--- config.mk ---
export PLATFORM = sky130hd
export DESIGN_NAME = ogw_otp_write
export DESIGN_NICKNAME = d
export VERILOG_FILES = /design/src/rtl/ogw_pkg.sv /design/src/rtl/ogw_otp_write.sv /design/src/rtl/ogw_sync.sv /design/src/rtl/ogw_otp_cells.sv
export SDC_FILE = /design/constraint.sdc
export NUM_CORES = 1
export LEC_CHECK = 0
export ABC_AREA = 0
export BUFFER_PORTS_ARGS = -buffer_cell sky130_fd_sc_hd__buf_2
export CAP_MARGIN = 20
export CELL_PAD_IN_SITES_DETAIL_PLACEMENT = 0
export CELL_PAD_IN_SITES_GLOBAL_PLACEMENT = 2
export CORE_ASPECT_RATIO = 0.6
export CORE_MARGIN = 4
export CORE_UTILIZATION = 38
export CTS_BUF_LIST = sky130_fd_sc_hd__clkbuf_8
export DETAILED_ROUTE_END_ITERATION = 8
export GPL_TIMING_DRIVEN = 0
export PLACE_DENSITY = 0.84
export SLEW_MARGIN = 30
export SYNTH_ARGS = -nofsm -noshare
export SYNTH_HDL_FRONTEND = slang
export SYNTH_HIERARCHICAL = 1
export SYNTH_SLANG_ARGS = --single-unit
--- constraint.sdc ---
create_clock -name core_clk -period 3.39 [get_ports core_clk]
set_input_delay 0.5085 -clock core_clk [delete_from_list [all_inputs] [get_ports core_clk]]
set_output_delay 0.5085 -clock core_clk [all_outputs]
set_load 0.05 [all_outputs]
--- src/rtl/ogw_pkg.sv ---
// Purpose: shared constants, types and helpers for the two-wire OTP write block
// Assumes: location codes are five bits wide; channel values are ten bits wide
// Notes:   the device address default is arbitrary and carries no meaning
package ogw_pkg;

  // ----------------------------------------
  // sizes
  // ----------------------------------------
  localparam int          NUM_CHAN      = 16;
  localparam int          VAL_W         = 10;
  localparam int          IDX_W         = 4;

  // ----------------------------------------
  // location codes
  // ----------------------------------------
  localparam logic [4:0]  LOC_CH_LAST   = 5'h0d;
  localparam logic [4:0]  LOC_VCOM_A    = 5'h12;
  localparam logic [4:0]  LOC_VCOM_B    = 5'h13;
  localparam logic [4:0]  LOC_LOCK      = 5'h14;  // otp_write_lock location
  localparam logic [4:0]  LOC_NONE      = 5'h1f;
  localparam logic [4:0]  VCOM_SKIP     = 5'h04;
  localparam logic [2:0]  LOC_TOP_ZERO  = 3'h0;

  // ----------------------------------------
  // byte framing and field layout
  // ----------------------------------------
  localparam logic [3:0]  BITS_PER_BYTE = 4'h8;
  localparam logic [1:0]  OTP_SEL       = 2'h1;
  localparam int          SEL_HI        = 7;
  localparam int          SEL_LO        = 6;
  localparam int          LOCK_BIT      = 0;
  localparam logic [6:0]  DEV_ADDR_DEF  = 7'h2a;  // arbitrary value

  // ----------------------------------------
  // types
  // ----------------------------------------
  typedef logic [NUM_CHAN-1:0][VAL_W-1:0] ogw_bank_t;

  typedef struct packed {
    logic             en;
    logic [4:0]       code;
    logic [VAL_W-1:0] val;
  } ogw_otp_wr_t;

  typedef enum logic [2:0] {
    ST_IDLE = 3'h0,
    ST_DEV  = 3'h1,
    ST_LOC  = 3'h2,
    ST_DHI  = 3'h3,
    ST_DLO  = 3'h4,
    ST_RHI  = 3'h5,
    ST_RLO  = 3'h6,
    ST_SKIP = 3'h7
  } ogw_state_t;

  // ----------------------------------------
  // helpers
  // ----------------------------------------
  function automatic logic ogw_is_chan(input logic [4:0] code);
    return (code <= LOC_CH_LAST) || (code == LOC_VCOM_A) || (code == LOC_VCOM_B);
  endfunction

  function automatic logic [IDX_W-1:0] ogw_loc_index(input logic [4:0] code);
    logic [4:0] shifted;
    shifted = code - VCOM_SKIP;
    if (code <= LOC_CH_LAST) begin
      return code[IDX_W-1:0];
    end
    return shifted[IDX_W-1:0];
  endfunction

endpackage

--- src/rtl/ogw_otp_write.sv ---
// Purpose: two-wire slave that programs otp cells and channel registers
// Assumes: scl and sda arrive asynchronously; core_clk samples both lines
// Notes:   outputs come from flops; sda is open drain, driven low when enabled
`timescale 1ns/1ps
module ogw_otp_write #(
  parameter logic [6:0] DEV_ADDR = ogw_pkg::DEV_ADDR_DEF
) (
  // clock and resets
  input  wire logic         core_clk,
  input  wire logic         rst_b,
  input  wire logic         otp_por_b,
  // two-wire bus pins
  input  wire logic         scl_pin,
  input  wire logic         sda_pin,
  output logic              sda_out,
  output logic              sda_oe,
  // channel values and lock state
  output ogw_pkg::ogw_bank_t chan_out,
  output logic              otp_locked
);

  // ----------------------------------------
  // state
  // ----------------------------------------
  typedef struct packed {
    ogw_pkg::ogw_state_t  state;
    logic [7:0]           sh;
    logic [3:0]           bitcnt;
    logic                 ack;
    logic [4:0]           code;
    logic                 first;
    logic [7:0]           hi;
    logic [7:0]           tx;
    logic                 sda_o;
    logic                 sda_oe;
    ogw_pkg::ogw_bank_t   bank;
    ogw_pkg::ogw_otp_wr_t wr;
    logic                 load_done;
    logic                 locked;
  } ogw_main_st_t;

  ogw_main_st_t       st_q;
  ogw_main_st_t       st_d;
  logic               scl_lvl;
  logic               scl_rise;
  logic               scl_fall;
  logic               sda_lvl;
  logic               sda_rise;
  logic               sda_fall;
  logic               start_seen;
  logic               stop_seen;
  logic               tx_state;
  logic               locked;
  ogw_pkg::ogw_bank_t otp_bank;

  // ----------------------------------------
  // pin synchronisers and otp cells
  // ----------------------------------------
  ogw_sync u_scl_sync (
    .core_clk (core_clk),
    .rst_b    (rst_b),
    .pin_in   (scl_pin),
    .level    (scl_lvl),
    .rise     (scl_rise),
    .fall     (scl_fall)
  );

  ogw_sync u_sda_sync (
    .core_clk (core_clk),
    .rst_b    (rst_b),
    .pin_in   (sda_pin),
    .level    (sda_lvl),
    .rise     (sda_rise),
    .fall     (sda_fall)
  );

  ogw_otp_cells u_cells (
    .core_clk (core_clk),
    .por_b    (otp_por_b),
    .wr       (st_q.wr),
    .bank     (otp_bank),
    .locked   (locked)
  );

  // ----------------------------------------
  // helpers
  // ----------------------------------------
  // lock is a single-location target, so stepping never lands on it
  function automatic logic [4:0] next_code(input logic [4:0] code);
    if (code >= ogw_pkg::LOC_VCOM_B) begin
      return ogw_pkg::LOC_NONE;
    end
    return code + 5'h01;
  endfunction

  // read word for a location, lock bit shows in bit zero
  function automatic logic [15:0] read_word(input logic [4:0] code, input ogw_pkg::ogw_bank_t bank,
                                            input logic lock);
    logic [15:0] w;
    w = 16'h0000;
    if (code == ogw_pkg::LOC_LOCK) begin
      w[ogw_pkg::LOCK_BIT] = lock;
    end else if (ogw_pkg::ogw_is_chan(code)) begin
      w[ogw_pkg::VAL_W-1:0] = bank[ogw_pkg::ogw_loc_index(code)];
    end
    return w;
  endfunction

  function automatic logic loc_ok(input logic [7:0] b);
    return (b[7:5] == ogw_pkg::LOC_TOP_ZERO) &&
           (ogw_pkg::ogw_is_chan(b[4:0]) || b[4:0] == ogw_pkg::LOC_LOCK);
  endfunction

  // start and stop: sda moves while scl is high
  assign start_seen = scl_lvl & sda_fall;
  assign stop_seen  = scl_lvl & sda_rise;
  assign tx_state   = (st_q.state == ogw_pkg::ST_RHI) || (st_q.state == ogw_pkg::ST_RLO);

  // ----------------------------------------
  // next-state logic
  // ----------------------------------------
  always_comb begin
    logic [ogw_pkg::VAL_W-1:0] val;
    logic [ogw_pkg::IDX_W-1:0] idx;
    logic [15:0]               word;
    val        = '0;
    idx        = '0;
    word       = '0;
    st_d       = st_q;
    st_d.wr.en = 1'b0;
    st_d.sda_o = 1'b0;
    st_d.locked = locked;

    // first cycle after reset copies otp into the channels
    if (!st_q.load_done) begin
      st_d.bank      = otp_bank;
      st_d.load_done = 1'b1;
    end

    if (start_seen) begin
      // a half-received set is simply dropped
      st_d.state  = ogw_pkg::ST_DEV;
      st_d.bitcnt = '0;
      st_d.ack    = 1'b0;
      st_d.sda_oe = 1'b0;
    end else if (stop_seen) begin
      st_d.state  = ogw_pkg::ST_IDLE;
      st_d.ack    = 1'b0;
      st_d.sda_oe = 1'b0;
    end else if (st_q.state != ogw_pkg::ST_IDLE && st_q.state != ogw_pkg::ST_SKIP) begin
      if (scl_rise) begin
        if (!st_q.ack) begin
          st_d.sh     = {st_q.sh[6:0], sda_lvl};
          st_d.bitcnt = st_q.bitcnt + 4'h1;
        end else if (tx_state && sda_lvl && !st_q.sda_oe) begin
          // master did not acknowledge: read is over
          st_d.state = ogw_pkg::ST_SKIP;
        end
      end else if (scl_fall) begin
        if (st_q.ack) begin
          st_d.ack    = 1'b0;
          st_d.bitcnt = '0;
          st_d.sda_oe = 1'b0;
          if (tx_state) begin
            st_d.sda_oe = ~st_q.tx[7];
            st_d.tx     = {st_q.tx[6:0], 1'b0};
          end
        end else if (st_q.bitcnt == ogw_pkg::BITS_PER_BYTE) begin
          st_d.ack    = 1'b1;
          st_d.sda_oe = 1'b1;
          unique case (st_q.state)
            ogw_pkg::ST_DEV: begin
              if (st_q.sh[7:1] == DEV_ADDR) begin
                word = read_word(st_q.code, st_q.bank, st_q.locked);
                st_d.tx    = word[15:8];
                st_d.state = st_q.sh[0] ? ogw_pkg::ST_RHI : ogw_pkg::ST_LOC;
              end else begin
                st_d.sda_oe = 1'b0;
                st_d.state  = ogw_pkg::ST_SKIP;
              end
            end
            ogw_pkg::ST_LOC: begin
              if (loc_ok(st_q.sh)) begin
                st_d.code  = st_q.sh[4:0];
                st_d.first = 1'b1;
                st_d.state = ogw_pkg::ST_DHI;
              end else begin
                st_d.sda_oe = 1'b0;
                st_d.state  = ogw_pkg::ST_SKIP;
              end
            end
            ogw_pkg::ST_DHI: begin
              st_d.hi    = st_q.sh;
              st_d.state = ogw_pkg::ST_DLO;
            end
            ogw_pkg::ST_DLO: begin
              // set is complete only here
              val = {st_q.hi[1:0], st_q.sh};
              idx = ogw_pkg::ogw_loc_index(st_q.code);
              if (ogw_pkg::ogw_is_chan(st_q.code) || (st_q.code == ogw_pkg::LOC_LOCK && st_q.first)) begin
                if (st_q.hi[ogw_pkg::SEL_HI:ogw_pkg::SEL_LO] == ogw_pkg::OTP_SEL) begin
                  if (!locked) begin
                    st_d.wr.en   = 1'b1;
                    st_d.wr.code = st_q.code;
                    st_d.wr.val  = val;
                    if (ogw_pkg::ogw_is_chan(st_q.code)) begin
                      st_d.bank[idx] = otp_bank[idx] | val;
                    end
                  end
                end else if (ogw_pkg::ogw_is_chan(st_q.code)) begin
                  st_d.bank[idx] = val;
                end
              end
              st_d.code  = next_code(st_q.code);
              st_d.first = 1'b0;
              st_d.state = ogw_pkg::ST_DHI;
            end
            ogw_pkg::ST_RHI: begin
              word        = read_word(st_q.code, st_q.bank, st_q.locked);
              st_d.sda_oe = 1'b0;
              st_d.tx     = word[7:0];
              st_d.state  = ogw_pkg::ST_RLO;
            end
            ogw_pkg::ST_RLO: begin
              word        = read_word(next_code(st_q.code), st_q.bank, st_q.locked);
              st_d.sda_oe = 1'b0;
              st_d.code   = next_code(st_q.code);
              st_d.tx     = word[15:8];
              st_d.state  = ogw_pkg::ST_RHI;
            end
            default: begin
              st_d.sda_oe = 1'b0;
              st_d.state  = ogw_pkg::ST_IDLE;
            end
          endcase
        end else if (tx_state) begin
          st_d.sda_oe = ~st_q.tx[7];
          st_d.tx     = {st_q.tx[6:0], 1'b0};
        end
      end
    end
  end

  // ----------------------------------------
  // state register
  // ----------------------------------------
  always_ff @(posedge core_clk or negedge rst_b) begin
    if (!rst_b) begin
      st_q <= '0;
    end else begin
      st_q <= st_d;
    end
  end

  assign sda_out    = st_q.sda_o;
  assign sda_oe     = st_q.sda_oe;
  assign chan_out   = st_q.bank;
  assign otp_locked = st_q.locked;

  // ----------------------------------------
  // checks
  // ----------------------------------------
  chk_data_hi_ack: assert property (@(posedge core_clk) disable iff (!rst_b)
    ($past(st_q.state) == ogw_pkg::ST_DHI && st_q.state == ogw_pkg::ST_DLO) |-> st_q.sda_oe && st_q.ack)
    else $error("data byte not acknowledged");

  chk_bad_loc_nack: assert property (@(posedge core_clk) disable iff (!rst_b)
    ($past(st_q.state) == ogw_pkg::ST_LOC && st_q.state == ogw_pkg::ST_SKIP) |-> !st_q.sda_oe)
    else $error("refused location was acknowledged");

  chk_skip_no_write: assert property (@(posedge core_clk) disable iff (!rst_b)
    (st_q.state == ogw_pkg::ST_SKIP) |=> !st_q.wr.en)
    else $error("write while ignoring bytes");

  chk_write_on_low: assert property (@(posedge core_clk) disable iff (!rst_b)
    st_q.wr.en |-> $past(st_q.state) == ogw_pkg::ST_DLO && st_q.state == ogw_pkg::ST_DHI)
    else $error("otp write without a complete set");

  chk_stop_no_write: assert property (@(posedge core_clk) disable iff (!rst_b)
    (stop_seen || start_seen) |=> !st_q.wr.en ##1 !st_q.wr.en)
    else $error("write after stop or start");

  chk_otp_to_chan: assert property (@(posedge core_clk) disable iff (!rst_b)
    (st_q.wr.en && ogw_pkg::ogw_is_chan(st_q.wr.code)) |->
      st_q.bank[ogw_pkg::ogw_loc_index(st_q.wr.code)] ==
        (otp_bank[ogw_pkg::ogw_loc_index(st_q.wr.code)] | st_q.wr.val))
    else $error("channel not loaded with otp value");

  chk_lock_single: assert property (@(posedge core_clk) disable iff (!rst_b)
    (st_q.wr.en && st_q.wr.code == ogw_pkg::LOC_LOCK) |-> $past(st_q.first))
    else $error("lock written by stepping");

  chk_locked_reject: assert property (@(posedge core_clk) disable iff (!rst_b)
    $past(locked) |-> !st_q.wr.en)
    else $error("otp write while locked");

  chk_step_skips_lock: assert property (@(posedge core_clk) disable iff (!rst_b)
    ($past(st_q.state) == ogw_pkg::ST_DLO && st_q.state == ogw_pkg::ST_DHI) |-> st_q.code != ogw_pkg::LOC_LOCK)
    else $error("sequence stepped onto lock");

  chk_powerup_load: assert property (@(posedge core_clk) disable iff (!rst_b)
    $rose(st_q.load_done) |-> st_q.bank == $past(otp_bank))
    else $error("channels not loaded from otp");

  chk_data_lo_ack: assert property (@(posedge core_clk) disable iff (!rst_b)
    ($past(st_q.state) == ogw_pkg::ST_DLO && st_q.state == ogw_pkg::ST_DHI) |-> st_q.sda_oe && st_q.ack)
    else $error("low data byte not acknowledged");

  chk_work_no_otp: assert property (@(posedge core_clk) disable iff (!rst_b)
    ($past(st_q.state) == ogw_pkg::ST_DLO && st_q.state == ogw_pkg::ST_DHI &&
     $past(st_q.hi[ogw_pkg::SEL_HI:ogw_pkg::SEL_LO]) != ogw_pkg::OTP_SEL) |-> !st_q.wr.en)
    else $error("working register write reached otp");

  chk_walk_ends: assert property (@(posedge core_clk) disable iff (!rst_b)
    ($past(st_q.state) == ogw_pkg::ST_DLO && st_q.state == ogw_pkg::ST_DHI &&
     $past(st_q.code) == ogw_pkg::LOC_VCOM_B) |-> st_q.code == ogw_pkg::LOC_NONE)
    else $error("sequence went on past the last channel");

  chk_gap_no_write: assert property (@(posedge core_clk) disable iff (!rst_b)
    ($past(st_q.state) == ogw_pkg::ST_DLO && st_q.state == ogw_pkg::ST_DHI &&
     $past(st_q.code) > ogw_pkg::LOC_CH_LAST && $past(st_q.code) < ogw_pkg::LOC_VCOM_A) |-> !st_q.wr.en)
    else $error("unused location was written");

endmodule

--- src/rtl/ogw_sync.sv ---
// Purpose: two-stage synchroniser for a bus pin with edge pulses
// Assumes: the pin is slow against core_clk (eight samples per bit or more)
// Notes:   first stage feeds only the second; edges come from stages two and three
`timescale 1ns/1ps
module ogw_sync (
  // clock and reset
  input  wire logic core_clk,
  input  wire logic rst_b,
  // pin side
  input  wire logic pin_in,
  // core side
  output logic      level,
  output logic      rise,
  output logic      fall
);

  typedef struct packed {
    logic s1;
    logic s2;
    logic s3;
  } ogw_sync_st_t;

  ogw_sync_st_t st_q;
  ogw_sync_st_t st_d;

  // ----------------------------------------
  // shift chain
  // ----------------------------------------
  always_comb begin
    st_d    = st_q;
    st_d.s1 = pin_in;
    st_d.s2 = st_q.s1;
    st_d.s3 = st_q.s2;
  end

  // idle bus is high, so reset to high avoids a false edge at release
  always_ff @(posedge core_clk or negedge rst_b) begin
    if (!rst_b) begin
      st_q <= '1;
    end else begin
      st_q <= st_d;
    end
  end

  // edges look only at settled stages
  assign level = st_q.s2;
  assign rise  = st_q.s2 & ~st_q.s3;
  assign fall  = ~st_q.s2 & st_q.s3;

endmodule

--- src/rtl/ogw_otp_cells.sv ---
// Purpose: one-time-programmable cells for sixteen channels and the lock bit
// Assumes: por_b models a blank die only; it is not the logic reset
// Notes:   cells can only be set, never cleared
`timescale 1ns/1ps
module ogw_otp_cells (
  // clock and power-on
  input  wire logic               core_clk,
  input  wire logic               por_b,
  // write request
  input  wire ogw_pkg::ogw_otp_wr_t wr,
  // stored contents
  output ogw_pkg::ogw_bank_t      bank,
  output logic                    locked
);

  typedef struct packed {
    ogw_pkg::ogw_bank_t bank;
    logic               lock;
  } ogw_otp_st_t;

  ogw_otp_st_t st_q;
  ogw_otp_st_t st_d;

  // ----------------------------------------
  // set-only programming
  // ----------------------------------------
  always_comb begin
    st_d = st_q;
    if (wr.en && !st_q.lock) begin
      if (wr.code == ogw_pkg::LOC_LOCK) begin
        st_d.lock = st_q.lock | wr.val[ogw_pkg::LOCK_BIT];
      end else if (ogw_pkg::ogw_is_chan(wr.code)) begin
        // or-in keeps programmed ones, a fuse cannot heal
        st_d.bank[ogw_pkg::ogw_loc_index(wr.code)] =
          st_q.bank[ogw_pkg::ogw_loc_index(wr.code)] | wr.val;
      end
    end
  end

  always_ff @(posedge core_clk or negedge por_b) begin
    if (!por_b) begin
      st_q <= '0;
    end else begin
      st_q <= st_d;
    end
  end

  assign bank   = st_q.bank;
  assign locked = st_q.lock;

  // ----------------------------------------
  // checks
  // ----------------------------------------
  chk_bits_stay_set: assert property (@(posedge core_clk) disable iff (!por_b)
    ((st_q.bank & $past(st_q.bank)) == $past(st_q.bank)))
    else $error("programmed otp bit returned to zero");

  chk_lock_freezes: assert property (@(posedge core_clk) disable iff (!por_b)
    $past(st_q.lock) |-> (st_q.bank == $past(st_q.bank)) && st_q.lock)
    else $error("otp changed while locked");

endmodule

==> out/results.ini, run 1 <==
[run_status]
run_status=complete, but fails checks
violations=setup timing

[power]
static-leakage-power_nw=12.56
worst_ir_drop_vdd_mv=0.2360
p_int_mw=7.355
p_clk_share_pct=41.2
power.switching_fraction_pct=30.80
p_total_mw=10.63
seqPwrFrac_pct=45.2
powerDensity_nw_per_um2=394.4
net_switching_power_mw=3.274
combinationalPowerShare_pct=13.6

[yosys]
syn-cell-area_um2=22530
synth.yosys.warnings=6
synth_compound_area_share_pct=14.87
post_syn_instances=2006
synth_top_cell_area_share_pct=41.54
synth.mux.area_fraction_pct=22.99
async_flop_share_pct=100.0
synth_cell_types=98
post_synth_xor_area_fraction_pct=0.1944
number_of_enable_flip_flop_cells_after_synthesis=0
syn-num-nets=2026
ys_top_cells_by_area=sky130_fd_sc_hd__dfrtp_1, sky130_fd_sc_hd__mux2i_1, sky130_fd_sc_hd__mux4_2
ys_ff_latch=380
dominant_combinational_cell_family_by_area_after_synthesis=multiplexers
synth_simple_gate_area_share_pct=9.480
synthAdderAreaFrac_pct=0.8330
synth_seq_area_share_pct=42.24
commonest_register_cell_after_synthesis=sky130_fd_sc_hd__dfrtp_1
average_instance_area_after_synthesis_um2=11.23
yosysTopAreaCell=sky130_fd_sc_hd__dfrtp_1

[detailed_routing]
post-route-drc-count=0
vias_per_cell=6.238
drt_first_iter_violations=2615
routed_wl_um=98770
route.vias.total=19438
drtPass1Iterations=5
average_wire_length_per_cell_after_detail_routing_um=31.70
antenna_left=0

[timing]
rsz0062_at_grt=true
finalSetupViolations=8
fmaxAchievable_ghz=0.2920
hold_viol_final=0
timing.final.max_slew_violations=0
whs_ns=0.3564
finalWorstPathRequiredPeriod_ns=3.425
post-route-worst-setup-slack_ns=-0.03478
clock_skew_ns=0.04060
measured_slew_at_the_worst_slew_check_pin_ns=1.294
final.period_utilization_pct=101.0
worst_slew_margin_rel_pct=13.43

[grt]
first_global_vias=19235
grt_pass1_wl_um=140800
overflow=0
antenna_found_initial=3
maximum_number_of_pins_on_one_net_before_global_route_repair=84
track_usage_pct=30.82

[min_path]
hold-path-cell-count=0
hold-path-endpoint=u_scl_sync/level$_DFF_PN1_
worstHoldStart=u_scl_sync/st_d[1]$_DFF_PN1_
holdCritPathClass=flop to flop

[clock_network]
cts_tree=done
ctsLongestPathBuffers=3
cts.sinks=380
clk_transition_reported_paths_ns=0.07
cts_root_buffer=sky130_fd_sc_hd__clkbuf_8
tritoncts.num_buffers=60
clk_latency_ns=0.68
cts.htree.levels=2

[final_layout]
multi_input_comb_area_um2=11300
post_route_cell_area_um2=26950
final_nets=2317
finish.utilization_pct=46.37
fillCellCount=5375
sequential_cell_area_um2=9519
antennaDiodeCount=0
post_layout_nonfiller_instances=3116
final_layout_size_suffix_gt1_share_pct=35.00
most_frequent_cells_in_the_layout=sky130_fd_sc_hd__dfrtp_1, sky130_fd_sc_hd__buf_4, sky130_fd_sc_hd__mux2i_1, sky130_fd_sc_hd__buf_2, sky130_fd_sc_hd__nor2_1
area_growth_pct=19.61
layout_commonest_cell=sky130_fd_sc_hd__dfrtp_1

[critical_path]
worstPathBufferInverterCount=3
end_kind=flop
path_max_fanout=8
critical_path.cell_chain=clkbuf_4 -> clkinvlp_4 -> ha_1 -> and2_1 -> o21ai_4 -> nand2_1 -> ha_1 -> nor2_4 -> a22o_1 -> o41ai_2 -> buf_4 -> o21ai_4 -> mux2i_1 -> a221oi_1 -> o31a_1
required_ns=3.98
timing.rr.end=st_q[181]$_DFFE_PN0P_
timing.rr.start=st_q[199]$_DFFE_PN0P_
slowest_stage=sky130_fd_sc_hd__a221oi_1
crit_path_start_kind=flop
worstPathArrival_ns=4.01
cpLargestDelayFamily=compound AO/OA/AOI/OAI gates
r2r_slack_ns=-0.03
worst-r2r-cell-count=15
critPathKind=flop to flop
max_stage_delay_ns=0.44

[place]
placedCellCount=2954
dp_hpwl_um=70480
dpl_cell_area_um2=24520
finalWeightedCongestion=0.9771
portBuffers=166

[die]
io_pins=168
floorplan.core_area_um2=58110
dieArea_um2=63380
initial_utilization_pct=38.77
floorplan.die.width_um=322.4
core.rowCount=68
die_y_um=196.6

[run]
max_cap_viols=0

## power groups by stage
stage	clock [mW]	combinational, mW	sequential (mW)
final	4.38	1.44	4.80
after global placement	0	1.16	4.86
after CTS	4.42	1.38	4.78
after detailed placement	0	1.20	4.86
after floorplan	0	0.670	4.76
after global routing	4.63	1.50	4.81
## area by class of cell
| class | instances | share of cell area (%) |
|---|---|---|
| plain buffers | 287 | 7.833 |
| clock buffers | 75 | 3.830 |
| multi-input cells | 1310 | 41.93 |
| inverters | 27 | 0.4504 |
| well taps | 770 | 3.575 |
| flip-flops and latches | 380 | 35.32 |
| repair buffers | 231 | 6.068 |
| clock inverters | 36 | 0.9890 |
## cell families (layout without fill, tap and decap cells)
logic type,count (synthesis),after routing
other cells,2,2
simple gates,415,415
xor+xnor,5,5
compound gates,516,516
flops,380,380
fa+ha+maj,15,15
mux,357,357
buf+inv,316,656
## Yosys cell counts, types with 15 or more instances
cell	count
sky130_fd_sc_hd__and2_1	15
sky130_fd_sc_hd__mux4_2	81
sky130_fd_sc_hd__clkbuf_1	48
sky130_fd_sc_hd__inv_1	25
sky130_fd_sc_hd__dfrtp_1	374
sky130_fd_sc_hd__a211oi_1	31
sky130_fd_sc_hd__buf_6	19
sky130_fd_sc_hd__buf_4	183
sky130_fd_sc_hd__o21ai_0	55
sky130_fd_sc_hd__a21oi_1	163
sky130_fd_sc_hd__o22ai_1	161
sky130_fd_sc_hd__nor2_1	168
sky130_fd_sc_hd__mux2i_1	207
sky130_fd_sc_hd__mux2_2	29
sky130_fd_sc_hd__buf_2	35
sky130_fd_sc_hd__nor2b_1	25
sky130_fd_sc_hd__ha_1	15
sky130_fd_sc_hd__mux4_1	32
sky130_fd_sc_hd__nor3_1	19
sky130_fd_sc_hd__nand2_1	89
## worst max-delay path by stage
stage / from / depth (start not counted) / endpoint
after global placement: rst_b / 1 / chan_out[155]$_DFF_PN0_
after detailed placement: st_q[198]$_DFFE_PN0P_ / 14 / chan_out[9]$_DFF_PN0_
after floorplan: st_q[198]$_DFFE_PN0P_ / 14 / st_q[181]$_DFFE_PN0P_
after global routing: st_q[197]$_DFFE_PN0P_ / 15 / st_q[180]$_DFFE_PN0P_
after CTS: st_q[198]$_DFFE_PN0P_ / 16 / chan_out[135]$_DFF_PN0_
final: st_q[199]$_DFFE_PN0P_ / 15 / st_q[181]$_DFFE_PN0P_
## stage by stage
stage	TNS [ns]	worst slack (ns)
2_1_floorplan	0	0.1479
5_1_grt	-1.832	-0.09568
3_3_place_gp	-878.01	-2.361
3_5_place_dp	-266.89	-1.639
6_report	-0.1050	-0.03478
4_1_cts	0	0.009634
## per-layer routing
| layer | track usage [%] | part of all wire, % |
|---|---|---|
| met5 | 0 | 0.021 |
| met4 | 10.32 | 3.7 |
| met3 | 13.76 | 15 |
| met2 | 42.06 | 41 |
| met1 | 43.40 | 41 |
## what timing repair did
action / 4_1_cts / 5_1_grt
endpoints found under the setup margin: 185 / 167
pin swaps: 25 / 8
gates cloned: 1 / 0
hold buffers: 4 / 0
setup buffers: 32 / 14
endpoints found under the hold margin: 137 / 0
resized for setup: 93 / 29
## worst reg2reg max path, delay by kind of cell (launching register included)
kind                       cells  cell delay [ns]
DFF                            1             0.39
AOI/OAI and AO/OA              6             1.30
muxes                          1             0.11
adders and majority gates      2             0.54
and+or+nand+nor                3             0.47
buffers and inverters          3             0.54
Note: power is estimated with default switching activity, not from simulation.
==> inputs of run 2 (changes only) <==
Settings changed: RECOVER_POWER set to 25.
==> run 2 against run 1 <==
  * The run ends with capacitance limit, slew limit, setup timing left
  * Cell count is essentially flat
  * Die area did not move
  * First-iteration DRC count grew 5.4%
  * Critical path depth stayed put
  * Highest routed layer unchanged
  * Worst setup slack better by 0.0057 ns
==> out/results.ini, run 2 (synthesis results as in run 1) <==
[run_status]
run_status=complete, but fails checks
violations=capacitance limit, slew limit, setup timing

[grt]
maximum_number_of_pins_on_one_net_before_global_route_repair=84
overflow=0
antenna_found_initial=3
track_usage_pct=30.82
first_global_vias=19235
grt_pass1_wl_um=140800

[run]
max_cap_viols=2

[timing]
clock_skew_ns=0.04310
final.period_utilization_pct=100.9
finalWorstPathRequiredPeriod_ns=3.419
fmaxAchievable_ghz=0.2925
hold_viol_final=0
worst_slew_margin_rel_pct=-55.37
timing.final.max_slew_violations=143
measured_slew_at_the_worst_slew_check_pin_ns=2.331
rsz0062_at_grt=true
finalSetupViolations=6
whs_ns=0.3616
post-route-worst-setup-slack_ns=-0.02905

[critical_path]
critPathKind=flop to flop
critical_path.cell_chain=buf_6 -> buf_12 -> buf_12 -> buf_16 -> clkinv_4 -> ha_1 -> o21ai_0 -> a32oi_4 -> buf_12 -> and2_1 -> buf_2 -> nand2_1 -> nor2_4 -> buf_12 -> o22ai_1
slowest_stage=sky130_fd_sc_hd__nand2_1
path_max_fanout=10
max_stage_delay_ns=0.46
required_ns=3.95
worstPathArrival_ns=3.98
end_kind=flop
cell_repeated_most_along_the_worst_path=sky130_fd_sc_hd__buf_12
crit_path_start_kind=flop

[detailed_routing]
average_wire_length_per_cell_after_detail_routing_um=31.75
routed_wl_um=98960
route.vias.total=19441
drtPass1Iterations=6
vias_per_cell=6.237
antenna_left=0
post-route-drc-count=0
drt_first_iter_violations=2757

[die]
floorplan.core_area_um2=58110
initial_utilization_pct=38.77
die_y_um=196.6
dieArea_um2=63380
core.rowCount=68
floorplan.die.width_um=322.4
io_pins=168

[clock_network]
cts.sinks=380
cts_tree=done
clk_latency_ns=0.68
ctsLongestPathBuffers=3
cts.htree.levels=2
clk_transition_reported_paths_ns=0.07
tritoncts.num_buffers=60
cts_root_buffer=sky130_fd_sc_hd__clkbuf_8

[final_layout]
final_nets=2317
fillCellCount=5378
area_growth_pct=19.45
layout_commonest_cell=sky130_fd_sc_hd__dfrtp_1
most_frequent_cells_in_the_layout=sky130_fd_sc_hd__dfrtp_1, sky130_fd_sc_hd__buf_4, sky130_fd_sc_hd__mux2i_1, sky130_fd_sc_hd__buf_2, sky130_fd_sc_hd__nor2_1
final_layout_size_suffix_gt1_share_pct=34.87
post_layout_nonfiller_instances=3117

[power]
powerDensity_nw_per_um2=394.4
static-leakage-power_nw=12.54
p_total_mw=10.61
worst_ir_drop_vdd_mv=0.2308

[place]
finalWeightedCongestion=0.9771
placedCellCount=2954
portBuffers=166
dp_hpwl_um=70480

[min_path]
holdCritPathClass=flop to flop

==> run 2: stage by stage <==
step	util (%)	area (µm²)	TNS (ns)	setup slack [ns]
detailed placement	42.20	24520	-266.89	-1.639
floorplan	-	22530	0	0.1479
global placement	41.86	24320	-878.01	-2.361
global route	46.31	26910	-1.832	-0.09568
finish	46.31	26910	-0.06244	-0.02905
CTS	45.98	26720	0	0.009634
==> run 2: power by group <==
group	switching [mW]	leakage (nW)	internal, mW
registers	0.197	5.27	4.61
logic	0.994	6.53	0.446
clock network	2.07	0.739	2.30
total	3.26	12.5	7.35
==> run 2: timing repair <==
item	CTS	global route
hold endpoints to repair	137	0
gates cloned	1	0
buffers inserted	32	14
endpoints found under the setup margin	185	167
hold buffers	4	0
pin swaps	25	8
gates resized for setup	93	29
==> run 2: cell type report <==
type	instances	area, µm²	area share [%]
diodes	1	2.502	0.009298
plain buffers	287	2111	7.843
clock buffers	75	1032	3.835
clock inverters	36	266.5	0.9902
inverters	27	121.4	0.4510
multi-input cells	1310	11300	41.99
flip-flops and latches	380	9519	35.37
well taps	770	963.4	3.580
repair buffers	231	1598	5.937
==> run 2: routing by layer <==
metal	vias to the layer above	share of wire, %	global-route usage [%]
met2	1318	40	42.06
met4	4	3.8	10.32
met3	225	15	13.76
li1	7918	-	-
met1	9976	41	43.40
met5	-	0.021	0
==> run 2: final timing paths <==
path | startpoint | to | slack (ns) | cells after the start
setup / recovery | st_q[197]$_DFFE_PN0P_ | chan_out[55]$_DFF_PN0_ | -0.03 | 15
hold / removal | u_scl_sync/st_d[1]$_DFF_PN1_ | u_scl_sync/level$_DFF_PN1_ | 0.36 | 0
setup reg to reg | st_q[197]$_DFFE_PN0P_ | chan_out[55]$_DFF_PN0_ | -0.03 | 15
hold reg to reg | u_scl_sync/st_d[1]$_DFF_PN1_ | u_scl_sync/level$_DFF_PN1_ | 0.36 | 0
max in group asynchronous | otp_por_b | u_cells/bank[119]$_DFFE_PN0P_ | 0.66 | 3
min in group asynchronous | rst_b | chan_out[5]$_DFF_PN0_ | 0.91 | 2
==> run 2: critical path, delay by kind of cell, from the launching register on <==
kind	cells	cell delay (ns)
fa+ha+maj	1	0.24
flops	1	0.38
buf+inv	8	1.38
simple gates	3	0.70
compound gates	3	0.61
==> inputs of run 3 (changes only) <==
Settings changed: SETUP_SLACK_MARGIN set to 0.2.
==> run 3 against run 2 <==
  * The flow finishes with violations (capacitance limit, slew limit)
  * Via count is 1.4% higher
  * Flip-flop and latch count unchanged
  * Wire length grew 2.0%
  * First-iteration DRC count is 14% lower
  * Global-route usage decreased by 0.15 points
  * Cell count is 1.5% higher
  * Clock skew down 0.0036 ns
  * Hold slack improved by 0.0024 ns
  * Largest cell class unchanged
  * Highest routed layer unchanged
==> out/results.ini, run 3 (synthesis results as in run 1) <==
[run_status]
run_status=complete, but fails checks
violations=capacitance limit, slew limit

[detailed_routing]
post-route-drc-count=0
route.vias.total=19704
vias_per_cell=6.226
routed_wl_um=100900
antenna_left=0
drt_first_iter_violations=2361
drtPass1Iterations=5
average_wire_length_per_cell_after_detail_routing_um=31.89

[clock_network]
cts.sinks=380
clk_transition_reported_paths_ns=0.07
cts.htree.levels=2
clk_latency_ns=0.70
cts_tree=done
cts_root_buffer=sky130_fd_sc_hd__clkbuf_8
ctsLongestPathBuffers=3
tritoncts.num_buffers=61

[critical_path]
critical_path.cell_chain=buf_12 -> buf_12 -> buf_16 -> buf_16 -> clkinvlp_4 -> ha_4 -> a21boi_4 -> a32oi_4 -> buf_4 -> and2_1 -> buf_2 -> nand2_2 -> nor2_4 -> o22ai_1
critPathKind=flop to flop
end_kind=flop
path_max_fanout=5
worstPathBufferInverterCount=7
cp-endpoint=chan_out[131]$_DFF_PN0_
worstPathArrival_ns=3.86
worst-r2r-cell-count=14
startpoint=st_q[198]$_DFFE_PN0P_
timing.rr.end=chan_out[131]$_DFF_PN0_
required_ns=3.94
timing.rr.start=st_q[198]$_DFFE_PN0P_
slowest_stage=sky130_fd_sc_hd__dfrtp_2
max_stage_delay_ns=0.46
r2r_slack_ns=0.08
crit_path_start_kind=flop
cp.depth=14
cpLargestDelayFamily=buffers and inverters

[final_layout]
multi_input_comb_area_um2=11650
fillCellCount=5302
area_growth_pct=24.80
post_layout_nonfiller_instances=3165
sequential_cell_area_um2=9519
final_layout_size_suffix_gt1_share_pct=38.05
most_frequent_cells_in_the_layout=sky130_fd_sc_hd__dfrtp_1, sky130_fd_sc_hd__buf_4, sky130_fd_sc_hd__mux2i_1, sky130_fd_sc_hd__buf_2, sky130_fd_sc_hd__nor2_1
layout_commonest_cell=sky130_fd_sc_hd__dfrtp_1
final_nets=2365

[grt]
maximum_number_of_pins_on_one_net_before_global_route_repair=77
first_global_vias=19256
track_usage_pct=30.67
grt_pass1_wl_um=140500
antenna_found_initial=4
overflow=0

[place]
dp_hpwl_um=70330
post-place-ws_ns=-1.684
portBuffers=166
finalWeightedCongestion=0.9780
placedCellCount=2953

[timing]
post-route-worst-setup-slack_ns=0.07934
worst_slew_margin_rel_pct=-42.54
timing.final.max_slew_violations=99
measured_slew_at_the_worst_slew_check_pin_ns=2.138
finalWorstPathRequiredPeriod_ns=3.311
final.period_utilization_pct=97.66
fmaxAchievable_ghz=0.3021
hold_viol_final=0
rsz0062_at_grt=true
finalSetupViolations=0
clock_skew_ns=0.03946

[die]
io_pins=168
die_y_um=196.6
floorplan.die.width_um=322.4
initial_utilization_pct=38.77
dieArea_um2=63380
floorplan.core_area_um2=58110
core.rowCount=68

[power]
worst_ir_drop_vdd_mv=0.3212
p_clk_share_pct=43.1
power.switching_fraction_pct=29.81
seqPwrFrac_pct=42.3
powerDensity_nw_per_um2=403.7
static-leakage-power_nw=13.06
combinationalPowerShare_pct=14.6
p_int_mw=7.968
net_switching_power_mw=3.384

[min_path]
holdCritPathClass=flop to flop
hold-path-cell-count=0

[run]
max_cap_viols=2

[run 3: area by class of cell]
cell class | instances | area share, %
Timing Repair Buffer | 272 | 7.561
Sequential cell | 380 | 33.86
Clock inverter | 33 | 1.371
Tap cell | 770 | 3.426
Buffer | 289 | 8.041
Clock buffer | 79 | 3.867
Multi-Input combinational cell | 1314 | 41.45
Antenna cell | 1 | 0.008900
Inverter | 27 | 0.4183
[run 3: power by group through the flow]
stage	Combinational [mW]	Clock [mW]	Sequential, mW
after global routing	1.72	5.12	4.81
final	1.66	4.89	4.80
after detailed placement	1.20	0	4.86
after CTS	1.39	4.92	4.79
after global placement	1.16	0	4.87
after floorplan	0.670	0	4.76
[run 3: metrics by stage]
stage | utilization (%) | total power [mW] | area [µm²] | hold slack, ns | setup TNS [ns]
final | 48.39 | 11.35 | 28120 | 0.3640 | 0
after global placement | 41.86 | 6.023 | 24320 | 0.3469 | -883.79
after floorplan | - | 5.428 | 22530 | 0.2129 | 0
after detailed placement | 42.22 | 6.067 | 24530 | 0.3528 | -264.96
after global routing | 48.38 | 11.65 | 28110 | 0.3735 | 0
after CTS | 46.72 | 11.10 | 27150 | 0.2253 | 0
[run 3: worst min-delay path by stage]
| stage | from | endpoint | slack, ns |
|---|---|---|---|
| global route | u_scl_sync/st_d[1]$_DFF_PN1_ | u_scl_sync/level$_DFF_PN1_ | 0.37 |
| detailed placement | u_scl_sync/st_d[1]$_DFF_PN1_ | u_scl_sync/level$_DFF_PN1_ | 0.35 |
| global placement | u_scl_sync/st_d[1]$_DFF_PN1_ | u_scl_sync/level$_DFF_PN1_ | 0.35 |
| floorplan | rst_b | chan_out[0]$_DFF_PN0_ | 0.21 |
| finish | u_scl_sync/st_d[1]$_DFF_PN1_ | u_scl_sync/level$_DFF_PN1_ | 0.36 |
| CTS | otp_por_b | u_cells/bank[142]$_DFFE_PN0P_ | 0.23 |
[run 3: routing by layer]
layer	GRT usage (%)	wire (µm)	up-vias	share of wire, %
met5	0	13	-	0.013
met4	9.035	3809	2	3.8
met3	14.33	15320	233	15
met2	42.34	40620	1349	40
met1	42.87	41150	10069	41
li1	-	-	8051	-
[run 3: timing repair]
action / in CTS / in global routing
pin swaps: 36 / 55
buffers inserted: 45 / 41
cloned: 1 / 8
resized for setup: 120 / 99
hold buffers: 4 / 0
endpoints found under the setup margin: 190 / 216
endpoints found under the hold margin: 127 / 0
